**config.mk**
```make
export PLATFORM = sky130hd
export DESIGN_NAME = blcl_top
export DESIGN_NICKNAME = d
export VERILOG_FILES = /design/src/design/blcl_pkg.sv /design/src/design/blcl_lim_if.sv /design/src/design/blcl_ulimit.sv /design/src/design/blcl_top.sv
export SDC_FILE = /design/constraint.sdc
export NUM_CORES = 2
export LEC_CHECK = 0
export ABC_AREA = 1
export ABC_CLOCK_PERIOD_IN_PS = 216100
export BUFFER_PORTS_ARGS = -buffer_cell sky130_fd_sc_hd__buf_2
export CAP_MARGIN = 20
export CORE_MARGIN = 4
export CORE_UTILIZATION = 40
export DETAILED_ROUTE_END_ITERATION = 10
export PLACE_DENSITY = 0.58
export SYNTH_ARGS = -nofsm -noshare
export SYNTH_HDL_FRONTEND = slang
export SYNTH_SLANG_ARGS = --single-unit
```
**constraint.sdc**
```tcl
create_clock -name clk -period 216.1 [get_ports clk]
set_clock_uncertainty 0.05 [all_clocks]
set_input_delay 43.22 -clock clk [delete_from_list [all_inputs] [get_ports clk]]
set_output_delay 43.22 -clock clk [all_outputs]
set_load 0.01 [all_outputs]
```
**src/design/blcl_pkg.sv**
```systemverilog
// package of constants and types for the current limit, lock and fault block
package blcl_pkg;
   // advance code layout
   localparam int ADV_CODE_W = 7;
   localparam int ADV_MANT_LSB = 0;
   localparam int ADV_MANT_W = 4;
   localparam int ADV_EXP_LSB = 4;
   localparam int ADV_EXP_W = 3;
   // advance result in half-step units of 1.25 us: 2.5 us = 2 units
   localparam int ADV_STEP_UNITS = 2;
   localparam int ADV_TIME_W = 13;
   // number of lock sources (five schemes plus no-motor)
   localparam int LOCK_SRC_N = 6;
   localparam int NO_MOTOR_BIT = 3;
   // arithmetic widths
   localparam int PARAM_W = 7;
   localparam int SPEED_W = 16;
   localparam int VOLT_W = 24;
   // clock and lock-off time
   localparam int CLK_MHZ = 20;
   localparam int LOCK_OFF_MS = 5000;
   localparam int LOCK_OFF_CYC = LOCK_OFF_MS * 1000 * CLK_MHZ;
   localparam int CNT_W = 32;
   // anti-surge hold time
   localparam int SURGE_US = 10;
   localparam int SURGE_CYC = SURGE_US * CLK_MHZ;
   // register map (byte addresses)
   localparam logic [7:0] ADDR_CTRL = 8'h00;
   localparam logic [7:0] ADDR_PARAM = 8'h04;
   localparam logic [7:0] ADDR_STATUS = 8'h08;
   localparam logic [7:0] ADDR_IRQ_STAT = 8'h0C;
   localparam logic [7:0] ADDR_IRQ_MASK = 8'h10;
   localparam logic [7:0] ADDR_ADV = 8'h14;
   localparam logic [7:0] ADDR_ULIMIT = 8'h18;
   // control register fields
   localparam int CTRL_ADV_LSB = 0;
   localparam int CTRL_MODE_BIT = 7;
   localparam int CTRL_THR_LSB = 8;
   localparam int CTRL_THR_W = 4;
   localparam int CTRL_EN_LSB = 12;
   localparam logic [31:0] CTRL_RESET = 32'h0003_F000;
   localparam int PARAM_RES_LSB = 0;
   localparam int PARAM_KT_LSB = 8;
   localparam logic [31:0] PARAM_RESET = 32'h0000_0000;
   // interrupt events
   localparam int IRQ_N = 4;
   localparam int IRQ_LOCK = 0;
   localparam int IRQ_OCP = 1;
   localparam int IRQ_RETRY = 2;
   localparam int IRQ_ACCEL = 3;
   // htrans encodings
   localparam logic [1:0] HTRANS_NONSEQ = 2'h2;
   localparam logic [1:0] HTRANS_SEQ = 2'h3;

   typedef enum logic [1:0] {ST_RUN, ST_SURGE, ST_LOCKOFF} blcl_state_type;

   // computes advance setting in 1.25 us units
   function automatic logic [ADV_TIME_W-1:0] blcl_adv_units(input logic [ADV_CODE_W-1:0] c);
      logic [ADV_TIME_W-1:0] m;
      m = ADV_TIME_W'(c[ADV_MANT_LSB +: ADV_MANT_W]) * ADV_TIME_W'(ADV_STEP_UNITS);
      return m << c[ADV_EXP_LSB +: ADV_EXP_W];
   endfunction
endpackage

```
**src/design/blcl_lim_if.sv**
```systemverilog
// interface carrying the current limit computation between modules
`timescale 1ns/10ps
interface blcl_lim_if;
   logic [3:0] threshold;
   logic [6:0] resistance;
   logic [6:0] kt;
   logic [15:0] speed;
   logic [23:0] ulimit;
   modport ctrl (output threshold, resistance, kt, speed, input ulimit);
   modport calc (input threshold, resistance, kt, speed, output ulimit);
endinterface

```
**src/design/blcl_ulimit.sv**
```systemverilog
// acceleration voltage limit calculator
`timescale 1ns/10ps
module blcl_ulimit (
   input wire logic clk,
   input wire logic reset,
   blcl_lim_if.calc lim
);
   import blcl_pkg::*;
   typedef struct packed {
      logic [VOLT_W-1:0] ulimit;
   } blcl_ul_type;
   blcl_ul_type st_ff;
   blcl_ul_type nxt_st;

   // limit = current times resistance plus speed times kt, no current sensing
   always_comb begin
      nxt_st = st_ff;
      nxt_st.ulimit = VOLT_W'(lim.threshold) * VOLT_W'(lim.resistance)
         + VOLT_W'(lim.speed) * VOLT_W'(lim.kt);
   end

   always_ff @(posedge clk or posedge reset) begin
      if (reset) begin
         st_ff <= '0;
      end else begin
         st_ff <= nxt_st;
      end
   end

   assign lim.ulimit = st_ff.ulimit;
endmodule // blcl_ulimit

```
**src/design/blcl_top.sv**
```systemverilog
// current limit, lock detect and fault handling with AHB-Lite registers
// Functional notes
// - advance code: upper three bits shift lower four bits, step 2.5 us
// - advance time equals 2.5 us times mantissa shifted by exponent
// - mode 0 fixed advance; mode 1 scaled by (amplitude minus bemf)/amplitude
// - three limits: acceleration, lock-detect, overcurrent
// - acceleration limit only caps amplitude, no fault, closed loop only
// - cap equals threshold current times resistance plus speed times kt
// - lock-detect limit trip stops drive, enters lock state, mechanical error
// - overcurrent stops drive until it clears; fixed, never disabled
// - six lock sources each disabled by one enable bit
// - motor locked flag set on any enabled lock condition
// - per-source fault code set even if disabled, reloaded from the lock inputs on restart
// - lock or no-motor puts outputs high impedance with anti-surge
// - after lock-off interval the motor restart is attempted
`timescale 1ns/10ps
module blcl_top
   import blcl_pkg::*;
#(
   parameter int LOCK_OFF_CYCLES = LOCK_OFF_CYC
) (
   input wire logic clk,
   input wire logic reset,
   input wire logic hsel,
   input wire logic [31:0] haddr,
   input wire logic [1:0] htrans,
   input wire logic hwrite,
   input wire logic [2:0] hsize,
   input wire logic [31:0] hwdata,
   input wire logic hready,
   output logic [31:0] hrdata,
   output logic hreadyout,
   output logic hresp,
   input wire logic [blcl_pkg::LOCK_SRC_N-1:0] lock_detect,
   input wire logic overcurrent_protect,
   input wire logic closed_loop,
   input wire logic [blcl_pkg::SPEED_W-1:0] motor_speed,
   input wire logic [blcl_pkg::VOLT_W-1:0] phase_amplitude,
   input wire logic [blcl_pkg::VOLT_W-1:0] bemf_amplitude,
   input wire logic [blcl_pkg::VOLT_W-1:0] speed_command,
   output logic [blcl_pkg::VOLT_W-1:0] amplitude_out,
   output logic [blcl_pkg::ADV_TIME_W-1:0] advance_units,
   output logic drive_enable,
   output logic anti_surge,
   output logic restart_pulse,
   output logic irq
);
   import blcl_pkg::*;

   // ************************************************************
   // state record
   // ************************************************************
   typedef struct packed {
      logic [31:0] ctrl;
      logic [31:0] param;
      logic [IRQ_N-1:0] irq_stat;
      logic [IRQ_N-1:0] irq_mask;
      logic [LOCK_SRC_N-1:0] fault_source_code;
      logic motor_locked_flag;
      blcl_state_type state;
      logic [CNT_W-1:0] count;
      logic ocp_prev;
      logic restart;
      logic drive;
      logic surge;
      logic [VOLT_W-1:0] amp;
      logic [ADV_TIME_W-1:0] adv;
      logic wr_pend;
      logic rd_pend;
      logic [7:0] addr;
      logic [31:0] rdata;
   } blcl_top_type;

   blcl_top_type st_ff;
   blcl_top_type nxt_st;
   blcl_lim_if lim ();

   logic [ADV_CODE_W-1:0] advance_time_code;
   logic advance_mode_select;
   logic [CTRL_THR_W-1:0] accel_current_threshold;
   logic [LOCK_SRC_N-1:0] lock_scheme_enables;
   logic [LOCK_SRC_N-1:0] lock_hit;
   logic any_lock;
   logic [IRQ_N-1:0] irq_event;
   logic accel_active;
   logic [ADV_TIME_W-1:0] adv_fixed;
   logic [VOLT_W+ADV_TIME_W-1:0] adv_prod;
   logic [VOLT_W-1:0] amp_minus_bemf;
   logic addr_take;

   // ************************************************************
   // register decode
   // ************************************************************
   // register reached by a bus offset; anything unmapped falls to none
   typedef enum logic [2:0] {SEL_CTRL, SEL_PARAM, SEL_STATUS, SEL_IRQ_STAT, SEL_IRQ_MASK,
      SEL_ADV, SEL_ULIMIT, SEL_NONE} blcl_sel_type;

   // one decoder for both bus paths, so a write and a read of one offset
   // always meet the same register; only the low address byte is decoded,
   // so the map repeats every 256 bytes
   function automatic blcl_sel_type blcl_reg_select(input logic [7:0] a);
      blcl_sel_type s;
      unique case (a)
         ADDR_CTRL: s = SEL_CTRL;
         ADDR_PARAM: s = SEL_PARAM;
         ADDR_STATUS: s = SEL_STATUS;
         ADDR_IRQ_STAT: s = SEL_IRQ_STAT;
         ADDR_IRQ_MASK: s = SEL_IRQ_MASK;
         ADDR_ADV: s = SEL_ADV;
         ADDR_ULIMIT: s = SEL_ULIMIT;
         default: s = SEL_NONE;
      endcase
      return s;
   endfunction

   // ************************************************************
   // field decode
   // ************************************************************
   // fields come from the registered control word, one cycle after a write
   assign advance_time_code = st_ff.ctrl[CTRL_ADV_LSB +: ADV_CODE_W];
   assign advance_mode_select = st_ff.ctrl[CTRL_MODE_BIT];
   assign accel_current_threshold = st_ff.ctrl[CTRL_THR_LSB +: CTRL_THR_W];
   assign lock_scheme_enables = st_ff.ctrl[CTRL_EN_LSB +: LOCK_SRC_N];

   // limit calculator inputs
   // speed is the measured rotor speed, not the command
   assign lim.threshold = accel_current_threshold;
   assign lim.resistance = st_ff.param[PARAM_RES_LSB +: PARAM_W];
   assign lim.kt = st_ff.param[PARAM_KT_LSB +: PARAM_W];
   assign lim.speed = motor_speed;

   // limit registered in its own module: one cycle behind a speed change
   blcl_ulimit u_ulimit (
      .clk(clk),
      .reset(reset),
      .lim(lim)
   );

   // ************************************************************
   // lock sources
   // ************************************************************
   // each source gated by its own enable
   // the no-motor check is one of the six and is gated the same way
   genvar g;
   generate
      for (g = 0; g < LOCK_SRC_N; g++) begin : g_lock
         assign lock_hit[g] = lock_detect[g] & lock_scheme_enables[g];
      end
   endgenerate
   assign any_lock = |lock_hit;

   // ************************************************************
   // limit and advance
   // ************************************************************
   // acceleration limit only meaningful when closed loop
   assign accel_active = closed_loop && (speed_command > lim.ulimit);

   // advance time, mode 1 scales by remaining voltage headroom
   assign adv_fixed = blcl_adv_units(advance_time_code);
   assign amp_minus_bemf = (phase_amplitude > bemf_amplitude) ?
      phase_amplitude - bemf_amplitude : '0;
   assign adv_prod = (VOLT_W+ADV_TIME_W)'(adv_fixed) * (VOLT_W+ADV_TIME_W)'(amp_minus_bemf);

   // address phase accepted; hreadyout is tied high, so no wait state exists
   assign addr_take = hsel && hready && (htrans == HTRANS_NONSEQ || htrans == HTRANS_SEQ);

   // ************************************************************
   // next-state logic
   // ************************************************************
   always_comb begin
      // defaults: pulses drop after one cycle, everything else holds
      nxt_st = st_ff;
      irq_event = '0;
      nxt_st.restart = 1'b0;
      nxt_st.ocp_prev = overcurrent_protect;

      // fault sources latched even when disabled
      // a lock seen during surge or lock-off is still recorded
      nxt_st.fault_source_code = st_ff.fault_source_code | lock_detect;

      unique case (st_ff.state)
         ST_RUN: begin
            if (any_lock) begin
               // lock-detect limit and other schemes stop the drive
               nxt_st.state = ST_SURGE;
               nxt_st.motor_locked_flag = 1'b1;
               nxt_st.count = CNT_W'(SURGE_CYC);
               irq_event[IRQ_LOCK] = 1'b1;
            end
         end
         ST_SURGE: begin
            // energy returned safely before drivers float
            if (st_ff.count <= CNT_W'(1)) begin
               nxt_st.state = ST_LOCKOFF;
               nxt_st.count = CNT_W'(LOCK_OFF_CYCLES);
            end else begin
               nxt_st.count = st_ff.count - CNT_W'(1);
            end
         end
         ST_LOCKOFF: begin
            // drivers stay off for the whole wait; lock inputs only feed the code
            if (st_ff.count <= CNT_W'(1)) begin
               nxt_st.state = ST_RUN;
               nxt_st.restart = 1'b1;
               nxt_st.motor_locked_flag = 1'b0;
               nxt_st.fault_source_code = lock_detect;
               irq_event[IRQ_RETRY] = 1'b1;
            end else begin
               nxt_st.count = st_ff.count - CNT_W'(1);
            end
         end
      endcase

      // overcurrent: fixed, cannot be masked off the drive path
      // it needs no state: the drive returns the cycle after it clears
      nxt_st.drive = (nxt_st.state == ST_RUN) && !overcurrent_protect;
      nxt_st.surge = (nxt_st.state == ST_SURGE);
      irq_event[IRQ_OCP] = overcurrent_protect && !st_ff.ocp_prev;
      irq_event[IRQ_ACCEL] = accel_active && !(st_ff.amp == lim.ulimit);

      // amplitude capped, drive keeps spinning (no fault)
      if (!nxt_st.drive) begin
         nxt_st.amp = '0;
      end else if (accel_active) begin
         nxt_st.amp = lim.ulimit;
      end else begin
         nxt_st.amp = speed_command;
      end

      // the divide is a long combinational path, accepted as the advance moves slowly
      // a zero amplitude leaves the ratio undefined, so the fixed setting is kept
      if (advance_mode_select && phase_amplitude != '0) begin
         nxt_st.adv = ADV_TIME_W'(adv_prod / (VOLT_W+ADV_TIME_W)'(phase_amplitude));
      end else begin
         nxt_st.adv = adv_fixed;
      end

      // bus data phase write; set wins over write-one-clear
      nxt_st.wr_pend = addr_take && hwrite;
      nxt_st.rd_pend = addr_take && !hwrite;
      if (addr_take) begin
         nxt_st.addr = haddr[7:0];
      end
      nxt_st.irq_stat = st_ff.irq_stat;
      // status, advance and limit are read-only: their writes fall to the default
      if (st_ff.wr_pend) begin
         unique case (blcl_reg_select(st_ff.addr))
            SEL_CTRL: nxt_st.ctrl = hwdata;
            SEL_PARAM: nxt_st.param = hwdata;
            SEL_IRQ_STAT: nxt_st.irq_stat = st_ff.irq_stat & ~hwdata[IRQ_N-1:0];
            SEL_IRQ_MASK: nxt_st.irq_mask = hwdata[IRQ_N-1:0];
            default: ;
         endcase
      end
      nxt_st.irq_stat = nxt_st.irq_stat | irq_event;

      // read data registered at address phase
      // a read right behind a write to one register still returns the old value
      nxt_st.rdata = '0;
      if (addr_take && !hwrite) begin
         unique case (blcl_reg_select(haddr[7:0]))
            SEL_CTRL: nxt_st.rdata = st_ff.ctrl;
            SEL_PARAM: nxt_st.rdata = st_ff.param;
            SEL_STATUS: nxt_st.rdata = {16'h0000, 2'h0, st_ff.fault_source_code,
               st_ff.surge, st_ff.drive, st_ff.motor_locked_flag, overcurrent_protect,
               2'h0, st_ff.state};
            SEL_IRQ_STAT: nxt_st.rdata = {28'h0000000, st_ff.irq_stat};
            SEL_IRQ_MASK: nxt_st.rdata = {28'h0000000, st_ff.irq_mask};
            SEL_ADV: nxt_st.rdata = {19'h00000, st_ff.adv};
            SEL_ULIMIT: nxt_st.rdata = {8'h00, lim.ulimit};
            default: nxt_st.rdata = '0;
         endcase
      end
   end

   // ************************************************************
   // state register
   // ************************************************************
   always_ff @(posedge clk or posedge reset) begin
      if (reset) begin
         st_ff <= '0;
         st_ff.ctrl <= CTRL_RESET;
         st_ff.param <= PARAM_RESET;
         st_ff.state <= ST_RUN;
      end else begin
         st_ff <= nxt_st;
      end
   end

   // outputs
   assign hrdata = st_ff.rdata;
   assign hreadyout = 1'b1; // zero wait states
   assign hresp = 1'b0;
   assign amplitude_out = st_ff.amp;
   assign advance_units = st_ff.adv;
   assign drive_enable = st_ff.drive;
   assign anti_surge = st_ff.surge;
   assign restart_pulse = st_ff.restart;
   // a level: stays high until software clears the status bit
   assign irq = |(st_ff.irq_stat & st_ff.irq_mask);
endmodule // blcl_top

```
# Word level (Yosys, flattened, before mapping)

Index checks and enable logic that the tools add are counted.

Add/subtract/negate cells: 3
$mul: 3
Divide/modulo/power cells: 1
Order comparisons: 3
Equal/unequal tests: 30
Shifts and indexed selects: 1
Multiplexer cells: 25
Bitwise operators: 11
Reductions and logical operators: 29

Operators by type and width:

| operator                | number |
|---|---|
| $pmux W32 S7            | 1 |
| $pmux W34 S3            | 1 |
| $mux W32                | 3 |
| $mux W24                | 3 |
| $eq A8 B5 Y1 const B    | 6 |
| $gt A24 B24 Y1          | 2 |
| $pmux W3 S7             | 2 |
| $div A37 B24 Y37        | 1 |
| $mul A13 B24 Y37        | 1 |
| $mux W35                | 1 |
| $eq A8 B4 Y1 const B    | 4 |
| $le A32 B1 Y1 const B   | 1 |
| $sub A32 B1 Y32 const B | 1 |
| $add A11 B23 Y24        | 1 |
| $eq A24 B24 Y1          | 1 |
| $reduce_bool A24 Y1     | 1 |
| $sub A24 B24 Y24        | 1 |
| $mul A16 B7 Y23         | 1 |
| $eq A8 B3 Y1 const B    | 2 |
| $logic_not A8 Y1        | 2 |
| $mux W13                | 1 |
| $shl A5 B3 Y13          | 1 |
| $eq A3 B3 Y1 const B    | 4 |
| $mul A4 B7 Y11          | 1 |
| 28 further kinds        | 63 |

Bits in registers: 219
Output and inout port bits: 75

# Longest topological paths before layout

Word-level depth: 8
Mapped depth: 923
Depth with buffers taken out: 878

# By module

A second synthesis with hierarchy kept.

Cells, all modules: 9,238
Area, all modules: 60,718.2 sq um

By module, submodules not included:

| module      | instances | cells each | area each (sq um) | sequential area each (sq um) |
|---|---|---|---|---|
| blcl_top    | 1         | 8,441      | 54,888.9          | 4,887.2 |
| blcl_ulimit | 1         | 797        | 5,829.3           | 600.6 |

# Worst setup path before layout

OpenSTA, ideal clock, no wires.

Kind: input-to-reg
Start point: input port phase_amplitude[0] (netlist name)
End point: register st_ff, in the netlist advance_units[0]
Arrival time: 155.704 ns
Data required time: 215.935 ns
Path slack: 60.230 ns
Cell stages on the path: 881
Buffers on the path: 51
Path through: inv_1 -> ha_1 -> o21ai_0 -> a21oi_1 -> nor2_1 -> nor2_1 -> o31ai_1 -> nand2_1 -> nand2_1 -> a21oi_1 -> or2_2 -> nand2_1 -> a21oi_1 -> inv_1 -> a21oi_1 -> inv_1 -> a21oi_1 -> nor2_1 -> [... 845 more ...] -> buf_12 -> nand2_1 -> o21ai_1 -> inv_2 -> ha_1 -> a21oi_1 -> o21ai_0 -> a31oi_1 -> o21bai_1 -> nand3_1 -> o2111ai_1 -> a221o_1 -> a21oi_1 -> nand3_1 -> nor2_1 -> nand2_1 -> nor2_1 -> nor2_1

RTL lines:

| what                 | line            | text |
|---|---|---|
| start, declared      | blcl_top.sv:38  | `input wire logic [blcl_pkg::VOLT_W-1:0] phase_amplitude,` |
| end signal, assigned | blcl_top.sv:286 | `st_ff <= nxt_st;` |
| end, declared        | blcl_top.sv:74  | `blcl_top_type st_ff;` |

==> out/qor.csv <==
metric;value;unit
via/cell ratio;5.12;
setup_tns;0;ns
io pins;245;
CP peak stage delay;0.67;ns
clock transition at the registers of the reported paths;0.06;ns
CP required;216.45;ns
drt wl/cell;15.4;microns
hold_buf cts;0;
Mean Syn Cell Area;6.63;sq um
unrepaired setup endpoints after global routing;no;
Yosys cell types;92;
syn_nets;10225;
# rows;140;
Synth Instances;8908;
critical-path maximum fanout;54;
Post-Synth XOR/XNOR Area;0.0768;
PostCTS Resize Cnt;0;
largest family of logic cells by synthesized area;adder cells;
FF+latch count, synth;219;
Compound-Gate Fraction of Synth Area;0.155;
postcts setup bufs;0;
die area;0.154;sq mm
layout cells sized above 1;0.0855;
slew at the pin closest to its max-slew limit;1.11;ns
Seq/Total Area, Yosys;0.0929;
DP HPWL;141;mm
post-route ant nets;0;
drt total wl;167;mm
post-synthesis mux area share;0.00343;
final cell count without fillers;10881;
Final nets;10263;
Simple-Gate Fraction of Synth Area;0.261;
min Tclk post-route;176.02;ns
# DRC;0;
fin. max-slew vios;0;
area grow syn2layout;5.46;%
first-pass GRT wire length;275;mm
outcome;completed;
startpoint types;input pin;
Mapped Area;0.0590;sq mm
Placed Cells;10836;
Rel. slew slack;0.262;
post-synthesis async set-or-reset flop share;1.00;
DIE HEIGHT;392;microns
min-delay worst type;reg2reg;
most frequent CP cell;inv_1;
grt total ovfl;0;
number of global-route vias before repair;54118;
max-cap violation count;0;
Root Driver;clkbuf_16;
Crit. End Element;register;
top cell type's share of synthesized area;0.180;
prevailing post-synth register cell;dfrtp_1;
number of flops mapped to enable cells by yosys;0;
YS warnings;0;
cell taking the most area after synthesis;ha_1;
Initial Utilization;0.404;
Synth Area in Adders;0.281;
clock buffer depth;3;
synth top area cells;ha_1 18%, nand2_1 12%, fa_1 10%;
die width;392;microns
CP Class;in2reg;
Worst-Skew Late Latency;0.53;ns
via count;55704;
Pre-antenna DRT Iters;8;
commonest non-fill, non-tap cell in the layout;nand2_1;
Hold Fails Final Rpt;0;
CTS H-tree depth;1;
antenna violations before repair;5;
Max Clk Rate;0.00568;GHz
TritonCTS clock tree;done;
FILL cells;15549;
GRT Overall Usage;0.214;
final period utilization;0.815;
Worst EP arrival;176.36;ns
placer's final routability congestion estimate;0.916;
register area;0.00549;sq mm
number of buffers added on ports;214;
Core ar.;0.146;sq mm
CTS Buf Count;24;
detailed router's first-iteration violation count;2904;
area of the multi-input gates;0.0459;sq mm
largest net degree at the start of global routing;91;
Sink Count;219;
most frequent cells in the layout;1954 x nand2_1, 1554 x inv_1, 849 x ha_1;
Final setup viols;0;
CP max-delay cell;nor4_1;
## synth_stat cells, types with 22 or more instances
master       n
a211oi_1    38
a21o_1      37
a21oi_1    643
a21oi_2     25
a221oi_1    22
a31oi_1     40
buf_4       76
clkbuf_1   134
dfrtp_1    213
fa_1       298
ha_1       849
inv_1     1557
inv_2       76
nand2_1   1956
nand2_2     87
nand2_4     36
nand3_1    284
nand3_2     38
nand4_1     84
nor2_1     694
nor2_2      28
nor2_4      23
nor3_1      81
nor4_1      30
o21ai_0    553
o21ai_1     62
o21bai_1    53
o31ai_1     31
or2_2       74
xnor2_1    177
xor2_1     341
## state kept, by name, summed over array words and instances (netlist names)
register	count
st_ff	91
hrdata	32
amplitude_out	24
u_ulimit.lim.ulimit	24
advance_units	13
advance_time_code	7
lim.kt	7
lim.resistance	7
lock_scheme_enables	6
accel_current_threshold	4
advance_mode_select	1
anti_surge	1
drive_enable	1
restart_pulse	1
## final timing paths
path	startpoint	slack, ns	depth (start not counted)	endpoint
worst max-delay path	phase_amplitude[0]	40.08	906	advance_units[0]
worst min-delay path	st_ff[82]	0.40	1	st_ff[129]
worst max register to register	advance_time_code[4]	85.40	803	advance_units[0]
worst min register to register	st_ff[82]	0.40	1	st_ff[129]
max in group asynchronous	reset	171.94	3	amplitude_out[6]
min in group asynchronous	reset	42.69	2	st_ff[157]
## stage by stage
step           worst slack [ns]  cell area [sq um]  hold WS, ns  utilization
6_report                  40.08              62300        0.401        0.426
5_1_grt                   23.35              62300        0.418        0.426
4_1_cts                   39.98              62200        0.397        0.426
3_5_place_dp              39.82              61500        0.376        0.421
3_3_place_gp              42.18              61500        0.372        0.421
2_1_floorplan             60.23              59000        0.350            -
## area by class of cell
type | instances | area share
tap | 1917 | 0.0385
sequential | 219 | 0.0881
inverter | 1655 | 0.100
timing repair buffer | 260 | 0.0233
clock inverter | 5 | 0.000844
clock buffer | 35 | 0.0113
antenna | 4 | 0.000161
multi-input combinational | 6786 | 0.738
## worst max-delay path: cells and delay by family
family | cells | cell delay (ns)
AO/OA/AOI/OAI | 358 | 69.41
AND/OR/NAND/NOR | 263 | 34.34
buffers and inverters | 238 | 24.69
adder cells (fa/ha/maj) | 46 | 15.70
XOR/XNOR | 1 | 0.19
## per-layer routing
metal / vias to the layer above / global-route usage / share of wire
li1: 28603 / - / -
met1: 25926 / 0.280 / 0.46
met2: 977 / 0.387 / 0.48
met3: 194 / 0.0112 / 0.034
met4: 4 / 0.0459 / 0.022
met5: - / 0 / 0.00016
## kinds of logic (layout without fill, tap and decap cells)
logic type,count (synthesis),in the layout
simple gates,3476,3476
buf+inv,1903,1955
compound gates,1624,1624
fa+ha+maj,1147,1147
xor+xnor,518,518
flops,219,219
mux,19,19
other cells,2,6
Power is left out: the tool's default activity adds up to more than one toggle a clock period on the data nets, which glitch-free logic cannot reach.
